**config.mk**
```make
export PLATFORM = sky130hd
export DESIGN_NAME = iosd_decoder
export DESIGN_NICKNAME = d
export VERILOG_FILES = /design/src/design/iosd_pkg.sv /design/src/design/iosd_addr_map.sv /design/src/design/iosd_gpio_port.sv /design/src/design/iosd_decoder.sv
export VERILOG_INCLUDE_DIRS = /design/src /design/src/design
export SDC_FILE = /design/constraint.sdc
export NUM_CORES = 1
export LEC_CHECK = 0
export BUFFER_PORTS_ARGS = -buffer_cell sky130_fd_sc_hd__buf_2
export CORE_AREA = 2 2 314 316
export CTS_BUF_LIST = sky130_fd_sc_hd__clkbuf_2
export DETAILED_ROUTE_END_ITERATION = 6
export DIE_AREA = 0 0 316 318
export PLACE_DENSITY = 0.5
export SKIP_CTS_REPAIR_TIMING = 1
export SYNTH_ARGS = -nofsm -noshare
export SYNTH_HDL_FRONTEND = slang
export SYNTH_HIERARCHICAL = 1
export SYNTH_SLANG_ARGS = --single-unit
```
**constraint.sdc**
```tcl
create_clock -name clk -period 6.7 [get_ports clk]
set_input_delay 0.335 -clock clk [delete_from_list [all_inputs] [get_ports clk]]
set_output_delay 0.335 -clock clk [all_outputs]
set_load 0.02 [all_outputs]
```
**src/design/iosd_defines.svh**
```systemverilog
// iosd_defines.svh: offsets, spans and reset values for the I/O space decoder.
// assumes: included by bare name from the package and the design modules.
`ifndef IOSD_DEFINES_SVH
`define IOSD_DEFINES_SVH

// ***************************************************
// address spans
// ***************************************************
`define IOSD_IO_LAST 6'h3F
`define IOSD_BIT_LAST 6'h1F
`define IOSD_SRAM_OFS 16'h0020
`define IOSD_SRAM_LAST 16'h005F
`define IOSD_ADDR_W 16

// ***************************************************
// register offsets inside the I/O space
// ***************************************************
`define IOSD_SER_BAUD 6'h09
`define IOSD_SER_CTRL 6'h0A
`define IOSD_SER_STAT 6'h0B
`define IOSD_PD_IN 6'h10
`define IOSD_PD_DIR 6'h11
`define IOSD_PD_OUT 6'h12
`define IOSD_PC_OUT 6'h13
`define IOSD_PB_IN 6'h16
`define IOSD_PB_DIR 6'h17
`define IOSD_PB_OUT 6'h18
`define IOSD_PA_IN 6'h19
`define IOSD_PA_DIR 6'h1A
`define IOSD_PA_OUT 6'h1B
`define IOSD_WDOG_CTRL 6'h21
`define IOSD_CAP_LO 6'h24
`define IOSD_CAP_HI 6'h25
`define IOSD_CMPB_LO 6'h28
`define IOSD_CMPB_HI 6'h29
`define IOSD_CMPA_LO 6'h2A
`define IOSD_CMPA_HI 6'h2B
`define IOSD_WCNT_LO 6'h2C
`define IOSD_WCNT_HI 6'h2D
`define IOSD_WTMR_CTRL_B 6'h2E
`define IOSD_WTMR_CTRL_A 6'h2F
`define IOSD_NCNT 6'h32
`define IOSD_NTMR_CTRL 6'h33
`define IOSD_CORE_CTRL 6'h35
`define IOSD_TMR_FLAGS 6'h38
`define IOSD_TMR_MASK 6'h39
`define IOSD_GEN_FLAGS 6'h3A
`define IOSD_GEN_MASK 6'h3B
`define IOSD_SP_LO 6'h3D
`define IOSD_SP_HI 6'h3E
`define IOSD_COND_FLAGS 6'h3F

// ***************************************************
// reset values
// ***************************************************
`define IOSD_RST_BYTE 8'h00

`endif

```
**src/design/iosd_pkg.sv**
```systemverilog
// iosd_pkg: request, response and operation types of the I/O space decoder.
// assumes: the defines header is on the include path.
`include "iosd_defines.svh"

package iosd_pkg;

   // ***************************************************
   // core operations
   // ***************************************************
   typedef enum logic [2:0] {
      IOSD_OP_PORT_IN = 3'h0,
      IOSD_OP_PORT_OUT = 3'h1,
      IOSD_OP_DATA_LOAD = 3'h2,
      IOSD_OP_DATA_STORE = 3'h3,
      IOSD_OP_BIT_SET = 3'h4,
      IOSD_OP_BIT_CLEAR = 3'h5,
      IOSD_OP_BIT_TEST = 3'h6
   } iosd_op_t;

   typedef struct packed {
      logic valid;
      iosd_op_t op;
      logic [`IOSD_ADDR_W-1:0] addr;
      logic [2:0] bit_sel;
      logic [7:0] wdata;
   } iosd_req_t;

   typedef struct packed {
      logic valid;
      logic hit;
      logic [7:0] rdata;
      logic bit_val;
   } iosd_rsp_t;

endpackage : iosd_pkg

```
**src/design/iosd_addr_map.sv**
```systemverilog
// iosd_addr_map: turns a core request into an I/O register index.
// assumes: port ops carry a 6-bit address in the low bits, data ops a full data address.
`timescale 1ns/1ps
`default_nettype none
`include "iosd_defines.svh"

module iosd_addr_map (
   input wire iosd_pkg::iosd_req_t req, // request from the core
   output logic hit, // request lands in the I/O space
   output logic [5:0] idx, // I/O register index
   output logic is_write, // request changes a register
   output logic is_bit // single-bit operation
);
   import iosd_pkg::*;

   logic [`IOSD_ADDR_W-1:0] sram_rel;

   assign sram_rel = req.addr - `IOSD_SRAM_OFS;
   assign is_bit = (req.op == IOSD_OP_BIT_SET) || (req.op == IOSD_OP_BIT_CLEAR) || (req.op == IOSD_OP_BIT_TEST);
   assign is_write = (req.op == IOSD_OP_PORT_OUT) || (req.op == IOSD_OP_DATA_STORE) ||
                     (req.op == IOSD_OP_BIT_SET) || (req.op == IOSD_OP_BIT_CLEAR);

   always_comb begin
      hit = 1'b0;
      idx = req.addr[5:0];
      case (req.op)
         IOSD_OP_PORT_IN, IOSD_OP_PORT_OUT: begin
            hit = req.valid;
         end
         IOSD_OP_DATA_LOAD, IOSD_OP_DATA_STORE: begin
            idx = sram_rel[5:0];
            hit = req.valid && (req.addr >= `IOSD_SRAM_OFS) && (req.addr <= `IOSD_SRAM_LAST);
         end
         IOSD_OP_BIT_SET, IOSD_OP_BIT_CLEAR, IOSD_OP_BIT_TEST: begin
            hit = req.valid && (req.addr[5:0] <= `IOSD_BIT_LAST);
         end
         default: begin
            hit = 1'b0;
         end
      endcase
   end

endmodule : iosd_addr_map
`default_nettype wire

```
**src/design/iosd_gpio_port.sv**
```systemverilog
// iosd_gpio_port: output data and direction bytes of one port, with its pins.
// assumes: writes arrive as one-cycle strobes with the final byte already merged.
`timescale 1ns/1ps
`default_nettype none
`include "iosd_defines.svh"

module iosd_gpio_port (
   input wire logic clk, // core clock
   input wire logic rst, // synchronous reset, active high
   input wire logic wr_out, // write strobe, output data byte
   input wire logic wr_dir, // write strobe, direction byte
   input wire logic [7:0] wdata, // byte to store
   output logic [7:0] out_q, // output data byte, also pin drive level
   output logic [7:0] dir_q // direction byte, also pin output enable
);

   always_ff @(posedge clk) begin
      if (rst) begin
         out_q <= `IOSD_RST_BYTE;
      end else if (wr_out) begin
         out_q <= wdata;
      end
   end

   always_ff @(posedge clk) begin
      if (rst) begin
         dir_q <= `IOSD_RST_BYTE;
      end else if (wr_dir) begin
         dir_q <= wdata;
      end
   end

endmodule : iosd_gpio_port
`default_nettype wire

```
**src/design/iosd_decoder.sv**
```systemverilog
// iosd_decoder: I/O register space of the 8-bit core, 64 byte-wide registers in two views.
// assumes: one request per cycle from the core, answered one cycle later from flip-flops.
//
// Notes on behaviour
// port input and output instructions move a byte between a working register and the addressed I/O register.
// port instructions use a 6-bit I/O address from 00 to 3F, all of which is decoded.
// data-memory accesses see each I/O register at its I/O address plus 20.
// bit set and bit clear work on addresses 00 to 1F and change only the chosen bit.
// the skip tests on addresses 00 to 1F get the value of the chosen bit.
// every general peripheral sits in the I/O space, the USB registers never do.
// software writes zero to reserved bits.
// software never writes an address where no register is defined.
// ports A, B and D have output, direction and pin-input registers, port C only an output register at 13.
// 16-bit timer, compare and capture values are split into a low byte and a high byte one address above.
// pin-input registers read the pin levels and ignore writes.
// reads of undefined addresses return zero and touch no peripheral.
`timescale 1ns/1ps
`default_nettype none
`include "iosd_defines.svh"

module iosd_decoder (
   input wire logic clk, // core clock, 20 MHz
   input wire logic rst, // synchronous reset, active high
   input wire iosd_pkg::iosd_req_t req, // access from the core
   output iosd_pkg::iosd_rsp_t rsp, // answer, one cycle after the request
   input wire logic [7:0] pa_in, // port A pin levels
   output logic [7:0] pa_out, // port A pin drive level
   output logic [7:0] pa_oe, // port A pin output enable
   input wire logic [7:0] pb_in, // port B pin levels
   output logic [7:0] pb_out, // port B pin drive level
   output logic [7:0] pb_oe, // port B pin output enable
   input wire logic [7:0] pd_in, // port D pin levels
   output logic [7:0] pd_out, // port D pin drive level
   output logic [7:0] pd_oe, // port D pin output enable
   output logic [7:0] pc_out, // port C output byte
   input wire logic [15:0] capture_in, // captured 16-bit timer value
   input wire logic [7:0] ser_status_in, // serial status from the serial unit
   input wire logic [7:0] tmr_evt_set, // timer events, one-cycle pulses
   input wire logic [7:0] gen_evt_set, // general events, one-cycle pulses
   output logic [511:0] reg_image, // stored bytes, index 0 in the low byte
   output logic [63:0] wr_pulse, // register written, one cycle, aligned to rsp
   output logic [63:0] rd_pulse // defined register read, one cycle, aligned to rsp
);
   import iosd_pkg::*;

   // ***************************************************
   // helpers
   // ***************************************************
   function automatic logic [7:0] bit_mask(input logic [2:0] sel);
      bit_mask = 8'h01 << sel;
   endfunction : bit_mask

   function automatic logic is_defined(input logic [5:0] a);
      case (a)
         `IOSD_SER_BAUD, `IOSD_SER_CTRL, `IOSD_SER_STAT,
         `IOSD_PD_IN, `IOSD_PD_DIR, `IOSD_PD_OUT, `IOSD_PC_OUT,
         `IOSD_PB_IN, `IOSD_PB_DIR, `IOSD_PB_OUT,
         `IOSD_PA_IN, `IOSD_PA_DIR, `IOSD_PA_OUT,
         `IOSD_WDOG_CTRL, `IOSD_CAP_LO, `IOSD_CAP_HI,
         `IOSD_CMPB_LO, `IOSD_CMPB_HI, `IOSD_CMPA_LO, `IOSD_CMPA_HI,
         `IOSD_WCNT_LO, `IOSD_WCNT_HI, `IOSD_WTMR_CTRL_B, `IOSD_WTMR_CTRL_A,
         `IOSD_NCNT, `IOSD_NTMR_CTRL, `IOSD_CORE_CTRL,
         `IOSD_TMR_FLAGS, `IOSD_TMR_MASK, `IOSD_GEN_FLAGS, `IOSD_GEN_MASK,
         `IOSD_SP_LO, `IOSD_SP_HI, `IOSD_COND_FLAGS: begin
            is_defined = 1'b1;
         end
         default: begin
            is_defined = 1'b0;
         end
      endcase
   endfunction : is_defined

   // plain stored bytes, every defined byte that is neither a port A, B or D byte, an input nor a flag byte
   function automatic logic is_stored(input logic [5:0] a);
      case (a)
         `IOSD_SER_STAT, `IOSD_PA_IN, `IOSD_PB_IN, `IOSD_PD_IN,
         `IOSD_PA_DIR, `IOSD_PB_DIR, `IOSD_PD_DIR,
         `IOSD_PA_OUT, `IOSD_PB_OUT, `IOSD_PD_OUT,
         `IOSD_CAP_LO, `IOSD_CAP_HI, `IOSD_TMR_FLAGS, `IOSD_GEN_FLAGS: begin
            is_stored = 1'b0;
         end
         default: begin
            is_stored = is_defined(a);
         end
      endcase
   endfunction : is_stored

   // hardware set wins over a software clear in the same cycle
   function automatic logic [7:0] merge_flags(input logic [7:0] cur, input logic [7:0] clr, input logic [7:0] set);
      merge_flags = (cur & ~clr) | set;
   endfunction : merge_flags

   // one-hot strobe for a register index
   function automatic logic [63:0] one_hot(input logic [5:0] a);
      one_hot = 64'h0000_0000_0000_0001 << a;
   endfunction : one_hot

   // ***************************************************
   // decode
   // ***************************************************
   logic hit;
   logic [5:0] idx;
   logic is_write;
   logic is_bit;
   logic do_write;
   logic do_read;
   logic [7:0] rd_byte;
   logic [7:0] wr_byte;
   logic [7:0] store_q [64];
   logic [7:0] tmr_flags_q;
   logic [7:0] gen_flags_q;
   logic [7:0] tmr_flags_d;
   logic [7:0] gen_flags_d;
   logic [7:0] pa_out_q;
   logic [7:0] pa_dir_q;
   logic [7:0] pb_out_q;
   logic [7:0] pb_dir_q;
   logic [7:0] pd_out_q;
   logic [7:0] pd_dir_q;
   iosd_rsp_t rsp_q;
   logic [63:0] wr_pulse_q;
   logic [63:0] rd_pulse_q;
   logic wr_pa_out;
   logic wr_pa_dir;
   logic wr_pb_out;
   logic wr_pb_dir;
   logic wr_pd_out;
   logic wr_pd_dir;
   logic wr_tmr_flags;
   logic wr_gen_flags;

   iosd_addr_map u_map (
      .req(req),
      .hit(hit),
      .idx(idx),
      .is_write(is_write),
      .is_bit(is_bit)
   );

   assign do_write = hit && is_write && is_defined(idx);
   assign do_read = hit && !is_write && is_defined(idx);

   // ***************************************************
   // write strobes of the bytes kept outside the store
   // ***************************************************
   assign wr_pa_out = do_write && idx == `IOSD_PA_OUT;
   assign wr_pa_dir = do_write && idx == `IOSD_PA_DIR;
   assign wr_pb_out = do_write && idx == `IOSD_PB_OUT;
   assign wr_pb_dir = do_write && idx == `IOSD_PB_DIR;
   assign wr_pd_out = do_write && idx == `IOSD_PD_OUT;
   assign wr_pd_dir = do_write && idx == `IOSD_PD_DIR;
   assign wr_tmr_flags = do_write && idx == `IOSD_TMR_FLAGS;
   assign wr_gen_flags = do_write && idx == `IOSD_GEN_FLAGS;

   // ***************************************************
   // read view
   // ***************************************************
   always_comb begin
      case (idx)
         `IOSD_PA_IN: begin
            rd_byte = pa_in;
         end
         `IOSD_PB_IN: begin
            rd_byte = pb_in;
         end
         `IOSD_PD_IN: begin
            rd_byte = pd_in;
         end
         `IOSD_PA_DIR: begin
            rd_byte = pa_dir_q;
         end
         `IOSD_PB_DIR: begin
            rd_byte = pb_dir_q;
         end
         `IOSD_PD_DIR: begin
            rd_byte = pd_dir_q;
         end
         `IOSD_PA_OUT: begin
            rd_byte = pa_out_q;
         end
         `IOSD_PB_OUT: begin
            rd_byte = pb_out_q;
         end
         `IOSD_PD_OUT: begin
            rd_byte = pd_out_q;
         end
         `IOSD_CAP_LO: begin
            rd_byte = capture_in[7:0];
         end
         `IOSD_CAP_HI: begin
            rd_byte = capture_in[15:8];
         end
         `IOSD_SER_STAT: begin
            rd_byte = ser_status_in;
         end
         `IOSD_TMR_FLAGS: begin
            rd_byte = tmr_flags_q;
         end
         `IOSD_GEN_FLAGS: begin
            rd_byte = gen_flags_q;
         end
         default: begin
            rd_byte = is_stored(idx) ? store_q[idx] : `IOSD_RST_BYTE;
         end
      endcase
   end

   // ***************************************************
   // write byte, merged for single-bit operations
   // ***************************************************
   always_comb begin
      case (req.op)
         IOSD_OP_BIT_SET: begin
            wr_byte = rd_byte | bit_mask(req.bit_sel);
         end
         IOSD_OP_BIT_CLEAR: begin
            wr_byte = rd_byte & ~bit_mask(req.bit_sel);
         end
         default: begin
            wr_byte = req.wdata;
         end
      endcase
   end

   // ***************************************************
   // stored bytes
   // ***************************************************
   always_ff @(posedge clk) begin
      if (rst) begin
         for (int i = 0; i < 64; i++) begin
            store_q[i] <= `IOSD_RST_BYTE;
         end
      end else if (do_write && is_stored(idx)) begin
         store_q[idx] <= wr_byte;
      end
   end

   // ***************************************************
   // event flag bytes, written ones clear
   // ***************************************************
   always_comb begin
      tmr_flags_d = merge_flags(tmr_flags_q, wr_tmr_flags ? wr_byte : 8'h00, tmr_evt_set);
      gen_flags_d = merge_flags(gen_flags_q, wr_gen_flags ? wr_byte : 8'h00, gen_evt_set);
   end

   always_ff @(posedge clk) begin
      if (rst) begin
         tmr_flags_q <= `IOSD_RST_BYTE;
      end else begin
         tmr_flags_q <= tmr_flags_d;
      end
   end

   always_ff @(posedge clk) begin
      if (rst) begin
         gen_flags_q <= `IOSD_RST_BYTE;
      end else begin
         gen_flags_q <= gen_flags_d;
      end
   end

   // ***************************************************
   // ports A, B and D
   // ***************************************************
   iosd_gpio_port u_port_a (
      .clk(clk),
      .rst(rst),
      .wr_out(wr_pa_out),
      .wr_dir(wr_pa_dir),
      .wdata(wr_byte),
      .out_q(pa_out_q),
      .dir_q(pa_dir_q)
   );

   iosd_gpio_port u_port_b (
      .clk(clk),
      .rst(rst),
      .wr_out(wr_pb_out),
      .wr_dir(wr_pb_dir),
      .wdata(wr_byte),
      .out_q(pb_out_q),
      .dir_q(pb_dir_q)
   );

   iosd_gpio_port u_port_d (
      .clk(clk),
      .rst(rst),
      .wr_out(wr_pd_out),
      .wr_dir(wr_pd_dir),
      .wdata(wr_byte),
      .out_q(pd_out_q),
      .dir_q(pd_dir_q)
   );

   assign pa_out = pa_out_q;
   assign pa_oe = pa_dir_q;
   assign pb_out = pb_out_q;
   assign pb_oe = pb_dir_q;
   assign pd_out = pd_out_q;
   assign pd_oe = pd_dir_q;
   assign pc_out = store_q[`IOSD_PC_OUT];

   // ***************************************************
   // answer and access strobes
   // ***************************************************
   // rdata stays zero on writes, misses and undefined reads
   always_ff @(posedge clk) begin
      if (rst) begin
         rsp_q <= '0;
      end else begin
         rsp_q.valid <= req.valid;
         rsp_q.hit <= hit;
         rsp_q.rdata <= (hit && !is_write && is_defined(idx)) ? rd_byte : `IOSD_RST_BYTE;
         rsp_q.bit_val <= hit && is_bit && is_defined(idx) && rd_byte[req.bit_sel];
      end
   end

   always_ff @(posedge clk) begin
      if (rst) begin
         wr_pulse_q <= '0;
      end else begin
         wr_pulse_q <= do_write ? one_hot(idx) : '0;
      end
   end

   always_ff @(posedge clk) begin
      if (rst) begin
         rd_pulse_q <= '0;
      end else begin
         rd_pulse_q <= do_read ? one_hot(idx) : '0;
      end
   end

   assign rsp = rsp_q;
   assign wr_pulse = wr_pulse_q;
   assign rd_pulse = rd_pulse_q;

   always_comb begin
      for (int i = 0; i < 64; i++) begin
         reg_image[i*8 +: 8] = store_q[i];
      end
   end

endmodule : iosd_decoder
`default_nettype wire

```
==> qor.yml <==
routing:
  wirelength_mm: 124
  drt_first_iter_violations: 1794
  viasPerCell: 4.50
  vias: 21300
  wire_per_inst_um: 26.3
  post-route-drc-count: 0
  first_pass_iters: 7
  drtAntennaViolNets: 0
timing:
  fmax_ghz: 0.162
  hold_viol: 0
  fin_crit_sh: 0.920
  setup_slack_ns: 0.535
  setup_viol: 0
  tightestPinTransition_ns: 1.05
  slew_violations: 0
  whs_ns: 0.0729
  layout_min_cycle_time_ns: 6.17
  tns_ns: 0
  max_slew_margin: 0.303
  rsz0062_at_grt: "no"
  fin_skew_ns: 0.173
synthesis:
  synth_ff_type: "edfxtp_1"
  syn_inst: 1889
  synth_area_mm2: 0.0275
  yosysSeqAreaShare: 0.706
  yosysMostFrequentCell: "edfxtp_1"
  synth_top_area_frac: 0.558
  async_flop_share: 0
  synth_edf_count: 512
  post-synth-top-area-cell: "edfxtp_1"
  ys_warn_count: 6
  syn_area_per_cell_um2: 14.6
  ys_ff_latch: 715
  synth_area_leaders: "edfxtp_1, dfxtp_1, mux4_2"
  synth_cell_types: 75
  synth_commonest_cells: "edfxtp_1, nor2_1, dfxtp_1"
placement:
  hpwlAfterDp_mm: 92.8
  portBuffers: 803
  dp.cells: 4243
  placed_cell_area_mm2: 0.0342
  place_congestion: 0.941
  dp_worst_setup_slack_ns: 1.32
final_layout:
  multi_input_area_mm2: 0.00860
  filler_cell_count: 9711
  final_cell_area_mm2: 0.0372
  layoutNonFillerInstCount: 4719
  drive_gt1_frac: 0.374
  fin_util: 0.382
  area_growth_pct: 35.1
  layout.nets: 3366
  seqCellArea_mm2: 0.0194
critical_path:
  worst_setup_path_end_kind: "register"
  rrSetupSlack_ns: 1.69
  critPathKind: "in2reg"
  cp.required_ns: 8.12
  reg2reg_from: "store_q[10][5]$_SDFFCE_PN0P_"
  crit_start: "req[29]"
  worst_ep_arrival_time_ns: 7.59
  critPathMaxFanout: 29
  critPathLaunchType: "input pin"
  crit_end: "gen_flags_q[3]$_SDFF_PP0_"
  cp_top_family: "buffers and inverters"
  cp_slowest_stage_delay_ns: 0.86
  cp_common_cell: "dlygate4sd3_1"
  crit_chain: "dlygate4sd3_1 -> buf_2 -> nor2b_1 -> xor2_4 -> dlygate4sd3_1 -> nor4bb_2 -> buf_4 -> a21boi_0 -> a2111oi_0 -> dlygate4sd3_1 -> and3_1 -> dlygate4sd3_1 -> nand4_1 -> nor2_1 -> o21a_1 -> dlygate4sd3_1 -> inv_1 -> a211oi_1 -> dlygate4sd3_1"
  ff2ff_path_depth: 12
  crit_cells: 19
  cp.buffers_inverters: 9
  reg2reg_to: "tmr_flags_q[5]$_SDFF_PP0_"
  cp_slowest_cell: "dlygate4sd3_1"
clocking:
  cts_tree: "done"
  cts_max_level: 4
  cts_sinks: 715
  clock_path_buffers: 3
  clkLatencyLatePin_ns: 1.57
  cts-root-buf: "clkbuf_2"
  cts_buffers: 189
  path_clk_slew_ns: 0.09
pwr:
  pwr-share-clk: 0.329
  power.leakage_nw: 16.4
  seq_power_share: 0.533
  total_power_mw: 9.58
  internal_power_mw: 6.56
  p_sw_frac: 0.315
  combPwrFrac: 0.138
  switchingPower_mw: 3.02
  vdd_drop_max_uv: 155
  power_density_mw_per_mm2: 257
floorplan:
  fp.dieW_um: 316
  start_util: 0.283
  num_rows: 115
  die_h_um: 318
  io_pins: 804
  dieArea_mm2: 0.100
  coreArea_mm2: 0.0974
worst_hold_path:
  min_path_type: "in2reg"
outcome:
  status: "completed"
grt:
  grt_overflow: 0
  grt_pass1_wl_mm: 164
  grt_use_total: 0.237
  first_global_vias: 20600
  antenna_found_initial: 7
  grt_max_degree: 181
run:
  maxCapViolCount: 0
[tightest hold or removal path, stage by stage]
cell	delay, ns
buf_2	0.11
a32oi_1	0.09
nand4_1	0.13
or4_1	0.16
dlygate4sd3_1	0.56
nor2_1	0.06
nor2_1	0.11
[state kept, by name, summed over array words and instances (netlist names)]
name / count
store_q: 512
rd_pulse: 64
wr_pulse: 64
rsp: 11
gen_flags_q: 8
tmr_flags_q: 8
u_port_a/dir_q: 8
u_port_a/out_q: 8
u_port_b/dir_q: 8
u_port_b/out_q: 8
u_port_d/dir_q: 8
u_port_d/out_q: 8
[layer usage]
| metal | track usage | up-vias | part of all wire |
|---|---|---|---|
| li1 | - | 9450 | - |
| met1 | 0.276 | 10400 | 0.38 |
| met2 | 0.394 | 1160 | 0.49 |
| met3 | 0.0865 | 223 | 0.094 |
| met4 | 0.0956 | 6 | 0.037 |
| met5 | 0 | - | 0.00029 |
[worst min path at each step]
stage / start / endpoint / slack, ns / cells past startpoint
after detailed placement: gen_flags_q[3]$_SDFF_PP0_ / gen_flags_q[3]$_SDFF_PP0_ / 0.50 / 2
after global placement: gen_flags_q[7]$_SDFF_PP0_ / gen_flags_q[7]$_SDFF_PP0_ / 0.49 / 2
after floorplan: rst / rsp[9]$_SDFF_PP0_ / 0.41 / 1
final: capture_in[8] / rsp[1]$_SDFF_PP0_ / 0.07 / 7
after CTS: gen_evt_set[1] / gen_flags_q[1]$_SDFF_PP0_ / -1.18 / 2
after global routing: req[13] / rd_pulse[47]$_SDFF_PP0_ / 0.01 / 5
[area by class of cell]
cell class	instances	share of cell area
inverter	34	0.00343
clock buffer	283	0.0381
multi-input combinational	1365	0.231
clock inverter	69	0.00992
tap	1287	0.0433
timing repair buffer	964	0.151
sequential	715	0.522
antenna	2	0.000135
[placed cells by master (no fill, tap or decap), types with 22 or more instances in the layout]
| cell | count |
|---|---|
| a211oi_1 | 22 |
| a22oi_1 | 26 |
| buf_2 | 799 |
| buf_4 | 37 |
| clkbuf_2 | 283 |
| clkinv_1 | 46 |
| conb_1 | 412 |
| dfxtp_1 | 203 |
| dlygate4sd3_1 | 120 |
| edfxtp_1 | 512 |
| inv_1 | 29 |
| mux2i_1 | 120 |
| mux4_2 | 65 |
| nand2_1 | 52 |
| nand2b_1 | 27 |
| nand3_1 | 35 |
| nor2_1 | 315 |
[logic make-up after synthesis]
family          share of synthesized area
xor+xnor                         0.000318
simple gates                        0.100
buf+inv                            0.0405
flops                               0.706
other cells                      0.000136
mux                                 0.105
compound gates                     0.0476
[power groups by stage]
stage	Combinational [mW]	Clock, mW	Sequential (mW)
after global placement	1.27	0	5.20
after CTS	1.27	3.30	5.11
after floorplan	0.414	0	5.45
final	1.32	3.15	5.10
after detailed placement	1.26	0	5.20
after global routing	1.39	3.50	5.13
Power figures use the tool's default switching activity.
